### config.mk
export PLATFORM = sky130hd
export DESIGN_NAME = ulms_core
export DESIGN_NICKNAME = d
export VERILOG_FILES = /design/src/design/ulms_pkg.sv /design/src/design/ulms_core.sv
export SDC_FILE = /design/constraint.sdc
export NUM_CORES = 1
export LEC_CHECK = 0
export ABC_AREA = 1
export BUFFER_PORTS_ARGS = -buffer_cell sky130_fd_sc_hd__buf_4
export CAP_MARGIN = 20
export CORE_MARGIN = 2
export CORE_UTILIZATION = 45
export CTS_CLUSTER_DIAMETER = 200
export DETAILED_ROUTE_END_ITERATION = 7
export PLACE_DENSITY = 0.65
export SYNTH_ARGS = -nofsm -noshare
export SYNTH_HDL_FRONTEND = slang
export SYNTH_SLANG_ARGS = --single-unit
### constraint.sdc
create_clock -name clock -period 4.35 [get_ports clock]
set_input_delay 0.435 -clock clock [delete_from_list [all_inputs] [get_ports clock]]
set_output_delay 0.435 -clock clock [all_outputs]
set_load 0.02 [all_outputs]
### src/design/ulms_pkg.sv
// Constants, field layout and carrier types for the UART line/modem status block.
// Assumes one clock domain and a host on the same clock.
package ulms_pkg;
    localparam logic [2:0] ADDR_DATA = 3'h0;
    localparam logic [2:0] ADDR_IID  = 3'h2;
    localparam logic [2:0] ADDR_LCTL = 3'h3;
    localparam logic [2:0] ADDR_MCTL = 3'h4;
    localparam logic [2:0] ADDR_LSR  = 3'h5;
    localparam logic [2:0] ADDR_MSR  = 3'h6;
    localparam logic [2:0] ADDR_SCR  = 3'h7;
    // Line control fields
    localparam int LC_WL    = 0;
    localparam int LC_STOP  = 2;
    localparam int LC_PEN   = 3;
    localparam int LC_EVEN  = 4;
    localparam int LC_STICK = 5;
    localparam int LC_BREAK = 6;
    // Modem control fields
    localparam int MC_DTR  = 0;
    localparam int MC_RTS  = 1;
    localparam int MC_OUT1 = 2;
    localparam int MC_OUT2 = 3;
    localparam int MC_LOOP = 4;
    localparam logic [7:0] LCTL_RST = 8'h00;
    localparam logic [4:0] MCTL_RST = 5'h00;
    localparam logic [7:0] SCR_RST  = 8'h00;
    localparam int BIT_CYCLES_DEF = 16;
    // Modem levels, laid out as modem status bits 7..4
    typedef struct packed {
        logic carrier;
        logic bell;
        logic set_ready;
        logic clear_send;
    } ulms_modem_t;
    typedef struct packed {
        logic modem;
        logic thr;
        logic line;
        logic rx;
    } ulms_irq_t;
    typedef enum logic [4:0] {
        ST_IDLE  = 5'h01,
        ST_START = 5'h02,
        ST_DATA  = 5'h04,
        ST_PAR   = 5'h08,
        ST_STOP  = 5'h10
    } ulms_state_t;
endpackage

### src/design/ulms_core.sv
// UART status core: receiver, transmitter, line and modem status, scratchpad.
// Assumes host strobes are one-cycle pulses on the same clock; pins are asynchronous.
`timescale 1ns/1ps
module ulms_core #(
    parameter int BIT_CYCLES = ulms_pkg::BIT_CYCLES_DEF
) (
    input  wire logic                clock,
    input  wire logic                reset_n,
    input  wire logic                clk_en,
    input  wire logic [2:0]          host_addr,
    input  wire logic                addr_strobe_n,
    input  wire logic                host_rd,
    input  wire logic                host_wr,
    input  wire logic [7:0]          host_write_bus,
    output logic      [7:0]          host_read_bus,
    input  wire logic                serial_input,
    output logic                     serial_output,
    input  wire ulms_pkg::ulms_modem_t modem_in_n,
    output logic                     term_ready_out_n,
    output logic                     req_send_out_n,
    output logic                     aux1_out_n,
    output logic                     aux2_out_n,
    output ulms_pkg::ulms_irq_t      irq
);
    import ulms_pkg::*;
    localparam logic [15:0] BIT_M1  = 16'(BIT_CYCLES - 1);
    localparam logic [15:0] HALF_M1 = 16'(BIT_CYCLES / 2 - 1);
    localparam logic [15:0] ST15_M1 = 16'(BIT_CYCLES * 3 / 2 - 1);
    localparam logic [15:0] ST2_M1  = 16'(BIT_CYCLES * 2 - 1);

    logic [2:0]  addr_reg;
    logic [7:0]  lctl_reg, scr_reg, rbuf_reg, thr_reg, rx_sh, tx_sh;
    logic [4:0]  mctl_reg;
    logic [4:0]  sync1_reg, sync2_reg;
    logic        rdr_reg, ovr_reg, par_reg, frm_reg, brk_reg, thre_reg, thr_full;
    logic [3:0]  delta_reg;
    ulms_modem_t lev_prev;
    ulms_state_t rx_st, tx_st;
    logic [15:0] rx_cnt, tx_cnt, low_cnt;
    logic [3:0]  rx_bitn, tx_bitn;
    logic        rx_par, rx_perr, tx_par;

    // Access decode on the captured address
    wire rd_rbr  = host_rd && addr_reg == ADDR_DATA;
    wire rd_iid  = host_rd && addr_reg == ADDR_IID;
    wire rd_lsr  = host_rd && addr_reg == ADDR_LSR;
    wire rd_msr  = host_rd && addr_reg == ADDR_MSR;
    wire wr_thr  = host_wr && addr_reg == ADDR_DATA;
    wire wr_lctl = host_wr && addr_reg == ADDR_LCTL;
    wire wr_mctl = host_wr && addr_reg == ADDR_MCTL;
    wire wr_scr  = host_wr && addr_reg == ADDR_SCR;

    // Loopback from modem control, frame shape from line control
    wire       loop    = mctl_reg[MC_LOOP];
    wire       pen     = lctl_reg[LC_PEN];
    wire       even    = lctl_reg[LC_EVEN];
    wire       stick   = lctl_reg[LC_STICK];
    wire [3:0] wl_len  = 4'h5 + {2'h0, lctl_reg[LC_WL +: 2]};
    wire [3:0] stops   = lctl_reg[LC_STOP] ? 4'h2 : 4'h1;
    wire [3:0] frame_b = 4'h1 + wl_len + {3'h0, pen} + stops;
    wire [15:0] brk_lim = 16'(frame_b * BIT_CYCLES);

    always_ff @(posedge clock) begin
        if (!reset_n) begin
            sync1_reg <= 5'h1f;
            sync2_reg <= 5'h1f;
        end else if (clk_en) begin
            sync1_reg <= {serial_input, modem_in_n};
            sync2_reg <= sync1_reg;
        end
    end

    // Transmit bit on the wire before loopback and break forcing
    logic tx_bit;
    always_comb begin
        case (tx_st)
            ST_START: tx_bit = 1'b0;
            ST_DATA:  tx_bit = tx_sh[0];
            ST_PAR:   tx_bit = tx_par;
            default:  tx_bit = 1'b1;
        endcase
    end
    // Loopback replaces the serial input by the transmit bit and the modem pins by control bits
    wire rx_in = loop ? tx_bit : sync2_reg[4];
    wire ulms_modem_t lev = loop ?
        {mctl_reg[MC_OUT2], mctl_reg[MC_OUT1], mctl_reg[MC_DTR], mctl_reg[MC_RTS]} : ~sync2_reg[3:0];

    // Receiver events
    wire rx_tick   = rx_cnt == 16'h0000;
    wire rx_store  = rx_st == ST_STOP && rx_tick;
    wire rx_exp    = stick ? ~even : (rx_par ^ ~even);
    wire [7:0] rx_word = rx_sh >> (4'h8 - wl_len);
    wire brk_set   = !rx_in && low_cnt == brk_lim;
    wire ovr_set   = rx_store && rdr_reg;
    wire par_set   = rx_store && rx_perr;
    // Only the first stop bit is judged
    wire frm_set   = rx_store && !rx_in;

    // Receiver machine, samples mid-bit
    always_ff @(posedge clock) begin
        if (!reset_n) begin
            rx_st   <= ST_IDLE;
            rx_cnt  <= 16'h0000;
            rx_bitn <= 4'h0;
            rx_sh   <= 8'h00;
            rx_par  <= 1'b0;
            rx_perr <= 1'b0;
        end else if (clk_en) begin
            rx_cnt <= rx_tick ? BIT_M1 : rx_cnt - 16'h0001;
            case (rx_st)
                ST_IDLE: begin
                    rx_cnt <= HALF_M1;
                    if (!rx_in) begin
                        rx_st <= ST_START;
                    end
                end
                ST_START: if (rx_tick) begin
                    rx_st   <= rx_in ? ST_IDLE : ST_DATA;
                    rx_bitn <= 4'h0;
                    rx_par  <= 1'b0;
                    rx_perr <= 1'b0;
                end
                ST_DATA: if (rx_tick) begin
                    rx_sh   <= {rx_in, rx_sh[7:1]};
                    rx_par  <= rx_par ^ rx_in;
                    rx_bitn <= rx_bitn + 4'h1;
                    if (rx_bitn == wl_len - 4'h1) begin
                        rx_st <= pen ? ST_PAR : ST_STOP;
                    end
                end
                ST_PAR: if (rx_tick) begin
                    rx_perr <= rx_in != rx_exp;
                    rx_st   <= ST_STOP;
                end
                ST_STOP: if (rx_tick) begin
                    rx_st <= ST_IDLE;
                end
                default: rx_st <= ST_IDLE;
            endcase
        end
    end

    // Break timer saturates one past the limit so the flag sets once per break
    always_ff @(posedge clock) begin
        if (!reset_n) begin
            low_cnt <= 16'h0000;
        end else if (clk_en) begin
            if (rx_in) begin
                low_cnt <= 16'h0000;
            end else if (low_cnt <= brk_lim) begin
                low_cnt <= low_cnt + 16'h0001;
            end
        end
    end

    // Transmitter events
    wire tx_tick = tx_cnt == 16'h0000;
    wire tx_xfer = tx_st == ST_IDLE && thr_full;
    wire [15:0] stop_m1 = !lctl_reg[LC_STOP] ? BIT_M1 : (wl_len == 4'h5 ? ST15_M1 : ST2_M1);

    always_ff @(posedge clock) begin
        if (!reset_n) begin
            tx_st   <= ST_IDLE;
            tx_cnt  <= 16'h0000;
            tx_bitn <= 4'h0;
            tx_sh   <= 8'h00;
            tx_par  <= 1'b0;
        end else if (clk_en) begin
            tx_cnt <= tx_cnt - 16'h0001;
            case (tx_st)
                ST_IDLE: if (thr_full) begin
                    tx_st   <= ST_START;
                    tx_sh   <= thr_reg;
                    tx_cnt  <= BIT_M1;
                    tx_bitn <= 4'h0;
                end
                ST_START: if (tx_tick) begin
                    tx_st  <= ST_DATA;
                    tx_cnt <= BIT_M1;
                    tx_par <= stick ? ~even : ~even ^ (^(tx_sh & (8'hff >> (4'h8 - wl_len))));
                end
                ST_DATA: if (tx_tick) begin
                    tx_sh   <= {1'b0, tx_sh[7:1]};
                    tx_bitn <= tx_bitn + 4'h1;
                    tx_cnt  <= BIT_M1;
                    if (tx_bitn == wl_len - 4'h1) begin
                        tx_st  <= pen ? ST_PAR : ST_STOP;
                        tx_cnt <= pen ? BIT_M1 : stop_m1;
                    end
                end
                ST_PAR: if (tx_tick) begin
                    tx_st  <= ST_STOP;
                    tx_cnt <= stop_m1;
                end
                ST_STOP: if (tx_tick) begin
                    tx_st <= ST_IDLE;
                end
                default: tx_st <= ST_IDLE;
            endcase
        end
    end

    // Next values of the status flags; a set in the clearing cycle wins, except holding empty, which a write clears
    // Data ready
    wire rdr_next  = rx_store || (rdr_reg && !rd_rbr);
    // Error flags clear on line status read
    wire ovr_next  = ovr_set || (ovr_reg && !rd_lsr);
    wire par_next  = par_set || (par_reg && !rd_lsr);
    wire frm_next  = frm_set || (frm_reg && !rd_lsr);
    wire brk_next  = brk_set || (brk_reg && !rd_lsr);
    // Holding empty; a write in the transfer cycle refills it
    wire thre_next = (tx_xfer && !wr_thr) || (thre_reg && !wr_thr && !rd_iid);
    wire full_next = wr_thr || (thr_full && !tx_xfer);
    wire ulms_modem_t chg = lev ^ lev_prev;
    wire [3:0] dset = {chg.carrier, lev_prev.bell && !lev.bell, chg.set_ready, chg.clear_send};
    wire [3:0] delta_next = dset | (delta_reg & {4{!rd_msr}});
    wire tre = !thr_full && tx_st == ST_IDLE;
    wire [7:0] lsr_val = {1'b0, tre, thre_reg, brk_reg, frm_reg, par_reg, ovr_reg, rdr_reg};
    wire [7:0] msr_val = {lev, delta_reg};
    wire ulms_irq_t irq_next = '{modem: |delta_reg, thr: thre_reg,
                                  line: ovr_reg | par_reg | frm_reg | brk_reg, rx: rdr_reg};

    // Output mux; unmapped reads give zero
    logic [7:0] rd_mux;
    always_comb begin
        case (addr_reg)
            ADDR_DATA: rd_mux = rbuf_reg;
            ADDR_IID:  rd_mux = {7'h00, ~|irq_next};
            ADDR_LCTL: rd_mux = lctl_reg;
            ADDR_MCTL: rd_mux = {3'h0, mctl_reg};
            ADDR_LSR:  rd_mux = lsr_val;
            ADDR_MSR:  rd_mux = msr_val;
            ADDR_SCR:  rd_mux = scr_reg;
            default:   rd_mux = 8'h00;
        endcase
    end

    // Address flops enabled by the strobe
    always_ff @(posedge clock) begin
        if (!reset_n) begin
            addr_reg <= 3'h0;
        end else if (clk_en && !addr_strobe_n) begin
            addr_reg <= host_addr;
        end
    end

    // Host registers and status flags
    always_ff @(posedge clock) begin
        if (!reset_n) begin
            lctl_reg <= LCTL_RST;
            mctl_reg <= MCTL_RST;
            scr_reg  <= SCR_RST;
            thr_reg  <= 8'h00;
            rbuf_reg <= 8'h00;
            {rdr_reg, ovr_reg, par_reg, frm_reg, brk_reg} <= 5'h00;
            thre_reg <= 1'b1;
            thr_full <= 1'b0;
            delta_reg <= 4'h0;
            lev_prev <= '0;
        end else if (clk_en) begin
            if (wr_lctl) lctl_reg <= host_write_bus;
            if (wr_mctl) mctl_reg <= host_write_bus[4:0];
            if (wr_scr) scr_reg <= host_write_bus;
            if (wr_thr) thr_reg <= host_write_bus;
            if (rx_store) rbuf_reg <= rx_word;
            {rdr_reg, ovr_reg, par_reg, frm_reg, brk_reg} <= {rdr_next, ovr_next, par_next, frm_next, brk_next};
            thre_reg  <= thre_next;
            thr_full  <= full_next;
            delta_reg <= delta_next;
            lev_prev  <= lev;
        end
    end

    // Registered outputs; the read bus follows the mux one cycle later, gated only by the clock enable
    always_ff @(posedge clock) begin
        if (!reset_n) begin
            host_read_bus <= 8'h00;
            serial_output <= 1'b1;
            {term_ready_out_n, req_send_out_n, aux1_out_n, aux2_out_n} <= 4'hf;
            irq <= '0;
        end else if (clk_en) begin
            host_read_bus <= rd_mux;
            serial_output <= loop || (!lctl_reg[LC_BREAK] && tx_bit);
            // Loopback keeps the modem outputs inactive
            term_ready_out_n <= loop || !mctl_reg[MC_DTR];
            req_send_out_n   <= loop || !mctl_reg[MC_RTS];
            aux1_out_n       <= loop || !mctl_reg[MC_OUT1];
            aux2_out_n       <= loop || !mctl_reg[MC_OUT2];
            irq <= irq_next;
        end
    end
endmodule

==> flow_summary.json <==
{
  "outcome": "finished clean",
  "dr.first_iter.drc_count": 541,
  "detail_route.wl_per_cell_um": 14.4,
  "rsz0062_at_grt": "false",
  "synthArstFlopShare": 0,
  "drv_slew": 0,
  "cp-start-kind": "flip-flop",
  "cap_violations": 0,
  "synth-warning-count": 0,
  "p_leak_nw": 3.90,
  "fp-row-count": 49,
  "tns_ns": 0,
  "cts_buffer_depth": 2,
  "cts_hold_buf": 0,
  "final-setup-viol-count": 0,
  "grt_max_degree": 47,
  "seq_area_um2": 3340,
  "crit_required_ns": 4.71,
  "synth_nets": 1221,
  "synth-seq-area-share": 0.399,
  "grt-ovfl-total": 0,
  "r2r_setup_slack_ns": 0.86,
  "fmax_mhz": 286,
  "ys.flop_type": "dfxtp_1",
  "multi_input_area_um2": 4320,
  "syn_to_final_growth_pct": 11.7,
  "cpMostUsedCell": "nand2_1",
  "cp_top_family": "adder cells",
  "clk_pin_slew_ns": 0.07,
  "die_x_um": 141,
  "num_antenna_cells": 0,
  "cts_tree": "done",
  "hpwlAfterDp_mm": 14.6,
  "placed_area_um2": 8800,
  "r2r_end": "low_cnt[8]",
  "cts_num_sinks": 167,
  "reg_top3": "low_cnt: 16 flops, rx_cnt: 16 flops, tx_cnt: 16 flops",
  "synth_seq_cells": 167,
  "post-route-period-util": 0.803,
  "cts_setup_buffers": 0,
  "coreArea_um2": 18100,
  "crit_chain": "buf_4, inv_2, fa_1, inv_1, ha_1, nand2_1, inv_1, o21ai_0, o21ai_0, ha_1, nand2_1, nor3b_1, nand2_1, nand2_1, nand2_2, nand2_4, nand2_1, a21oi_2",
  "antenna_left": 0,
  "synth.avg_cell_area_um2": 7.13,
  "critPathMaxFanout": 19,
  "syn_inst": 1176,
  "fp.dieH_um": 141,
  "worstSetupEndpointType": "flip-flop",
  "clk_latency_ns": 0.44,
  "numCtsBuffers": 17,
  "initial_core_util": 0.462,
  "slew_headroom": 0.485,
  "cp_num_buf_inv": 4,
  "drtPass1Iterations": 5,
  "slowest_stage": "fa_1",
  "drive_gt1_frac": 0.0894,
  "reg2reg_from": "lctl_reg[0]",
  "whs_path_depth": 3,
  "vias": 7560,
  "die-area_um2": 19800,
  "hp-start": "modem_in_n[0]",
  "clock_tree.root_cell": "clkbuf_16",
  "drc": 0,
  "stdcell_area_um2": 9370,
  "layout.nets": 1240,
  "synth-edff-count": 0,
  "powerDensity_nw_per_um2": 478,
  "gp_congestion": 0.913,
  "hold_path_class": "primary input to flip-flop",
  "min_delay_worst_endpoint": "sync1_reg[0]",
  "ir_drop_mv": 0.279,
  "tightest_slew_ns": 0.766,
  "hold_viol": 0,
  "reg2regPathDepth": 18,
  "ctsResizeCount": 0,
  "grt_pass1_wl_mm": 35.3,
  "synthesis.area_um2": 8390,
  "htree_levels": 4,
  "viasPerCell": 5.26,
  "period_minus_slack_ns": 3.49,
  "ios": 39,
  "path_class": "flip-flop to flip-flop",
  "wl_mm": 20.7,
  "yosysUniqueCellTypes": 51,
  "worstPathArrival_ns": 3.85,
  "grt_pass1_vias": 7175,
  "antenna_found_initial": 0,
  "groute.usage.overall": 0.219,
  "post-place-ws_ns": 0.868,
  "n_fill_cell": 1803,
  "critical_path.max_stage_delay_ns": 0.55,
  "skew_ns": 0.0151,
  "io_buffers": 38,
  "setup_ws_ns": 0.858
}
metrics by stage:
step / instances / total power, mW / util / hold WS (ns)
detailed placement: 1405 / 3.00 / 0.485 / 0.439
global placement: 1405 / 3.00 / 0.485 / 0.434
global route: 1437 / 4.75 / 0.516 / 0.208
finish: 1437 / 4.48 / 0.516 / 0.201
floorplan: 1176 / 2.74 / - / 0.421
CTS: 1437 / 4.50 / 0.516 / 0.191
power by group:
part           switching [mW]  internal, mW
sequential              0.132          1.67
clock                   0.729         0.766
combinational           0.791         0.383
worst min-delay path, delay by kind of cell:
kind          cells  cell delay, ns
buf+inv           1            0.07
simple gates      2            0.10
cell usage after synthesis, types with 3 or more instances:
cell type	n	area (um^2)
nor3b_1	3	22.5
clkinv_1	3	11.3
or2_2	3	18.8
xor2_1	22	193
clkbuf_1	25	93.8
ha_1	21	263
nand3b_1	6	45.0
inv_2	3	11.3
buf_2	8	40.0
nor3_1	18	90.1
buf_4	4	30.0
nor2_2	3	18.8
xnor2_1	10	87.6
buf_1	5	18.8
nor2_1	118	443
o21ai_1	3	15.0
a22oi_1	4	30.0
o21ai_0	103	515
nand3_1	90	450
inv_1	133	499
o22ai_1	10	62.6
nor4_1	4	25.0
o31ai_1	4	30.0
nor3b_2	7	87.6
o211ai_1	12	90.1
nand2_1	223	837
a21oi_1	114	571
nand4_1	17	106
dfxtp_1	167	3340
cell usage in the layout, fill, tap and decap left out, types with 4 or more instances in the layout:
master	instances
inv_2	4
xnor2_1	10
ha_1	21
clkbuf_16	17
o22ai_1	10
inv_1	132
nand3_1	90
a22oi_1	4
a21oi_1	114
dfxtp_1	167
nor3b_2	7
o21ai_0	103
nor3_1	18
o31ai_1	4
o211ai_1	12
nand3b_1	6
nand2_1	223
nor4_1	4
xor2_1	22
nand4_1	17
inv_8	6
nor2_1	118
buf_4	43
layout make-up:
class	count	share of cell area
well taps	229	0.0306
flip-flops and latches	167	0.357
clock buffers	17	0.0454
clock inverters	15	0.0162
inverters	139	0.0557
repair buffers	43	0.0344
multi-input cells	827	0.461
kinds of logic after synthesis:
logic type / Yosys count / share of synthesized area
buffers and inverters: 182 / 0.0864
DFF: 167 / 0.399
xor gates and xnor gates: 32 / 0.0334
adders and majority gates: 23 / 0.0361
AOI/OAI and AO/OA: 265 / 0.171
and+or+nand+nor: 507 / 0.275
per-layer routing:
metal	track usage	wire length, um	up-vias
met5	0	0	-
met4	0.0858	476	0
met3	0.0373	721	33
met2	0.350	9420	141
met1	0.297	10100	3456
li1	-	-	3930
how the worst max path moves through the flow:
stage,from,endpoint,slack [ns],depth (start not counted)
floorplan,lctl_reg[0],low_cnt[7],1.22,19
global placement,lctl_reg[0],low_cnt[7],0.99,18
detailed placement,lctl_reg[0],low_cnt[8],0.87,18
CTS,lctl_reg[0],low_cnt[8],0.88,18
global route,lctl_reg[0],low_cnt[7],0.44,18
finish,lctl_reg[0],low_cnt[8],0.86,18
Power figures use the tool's default switching activity.
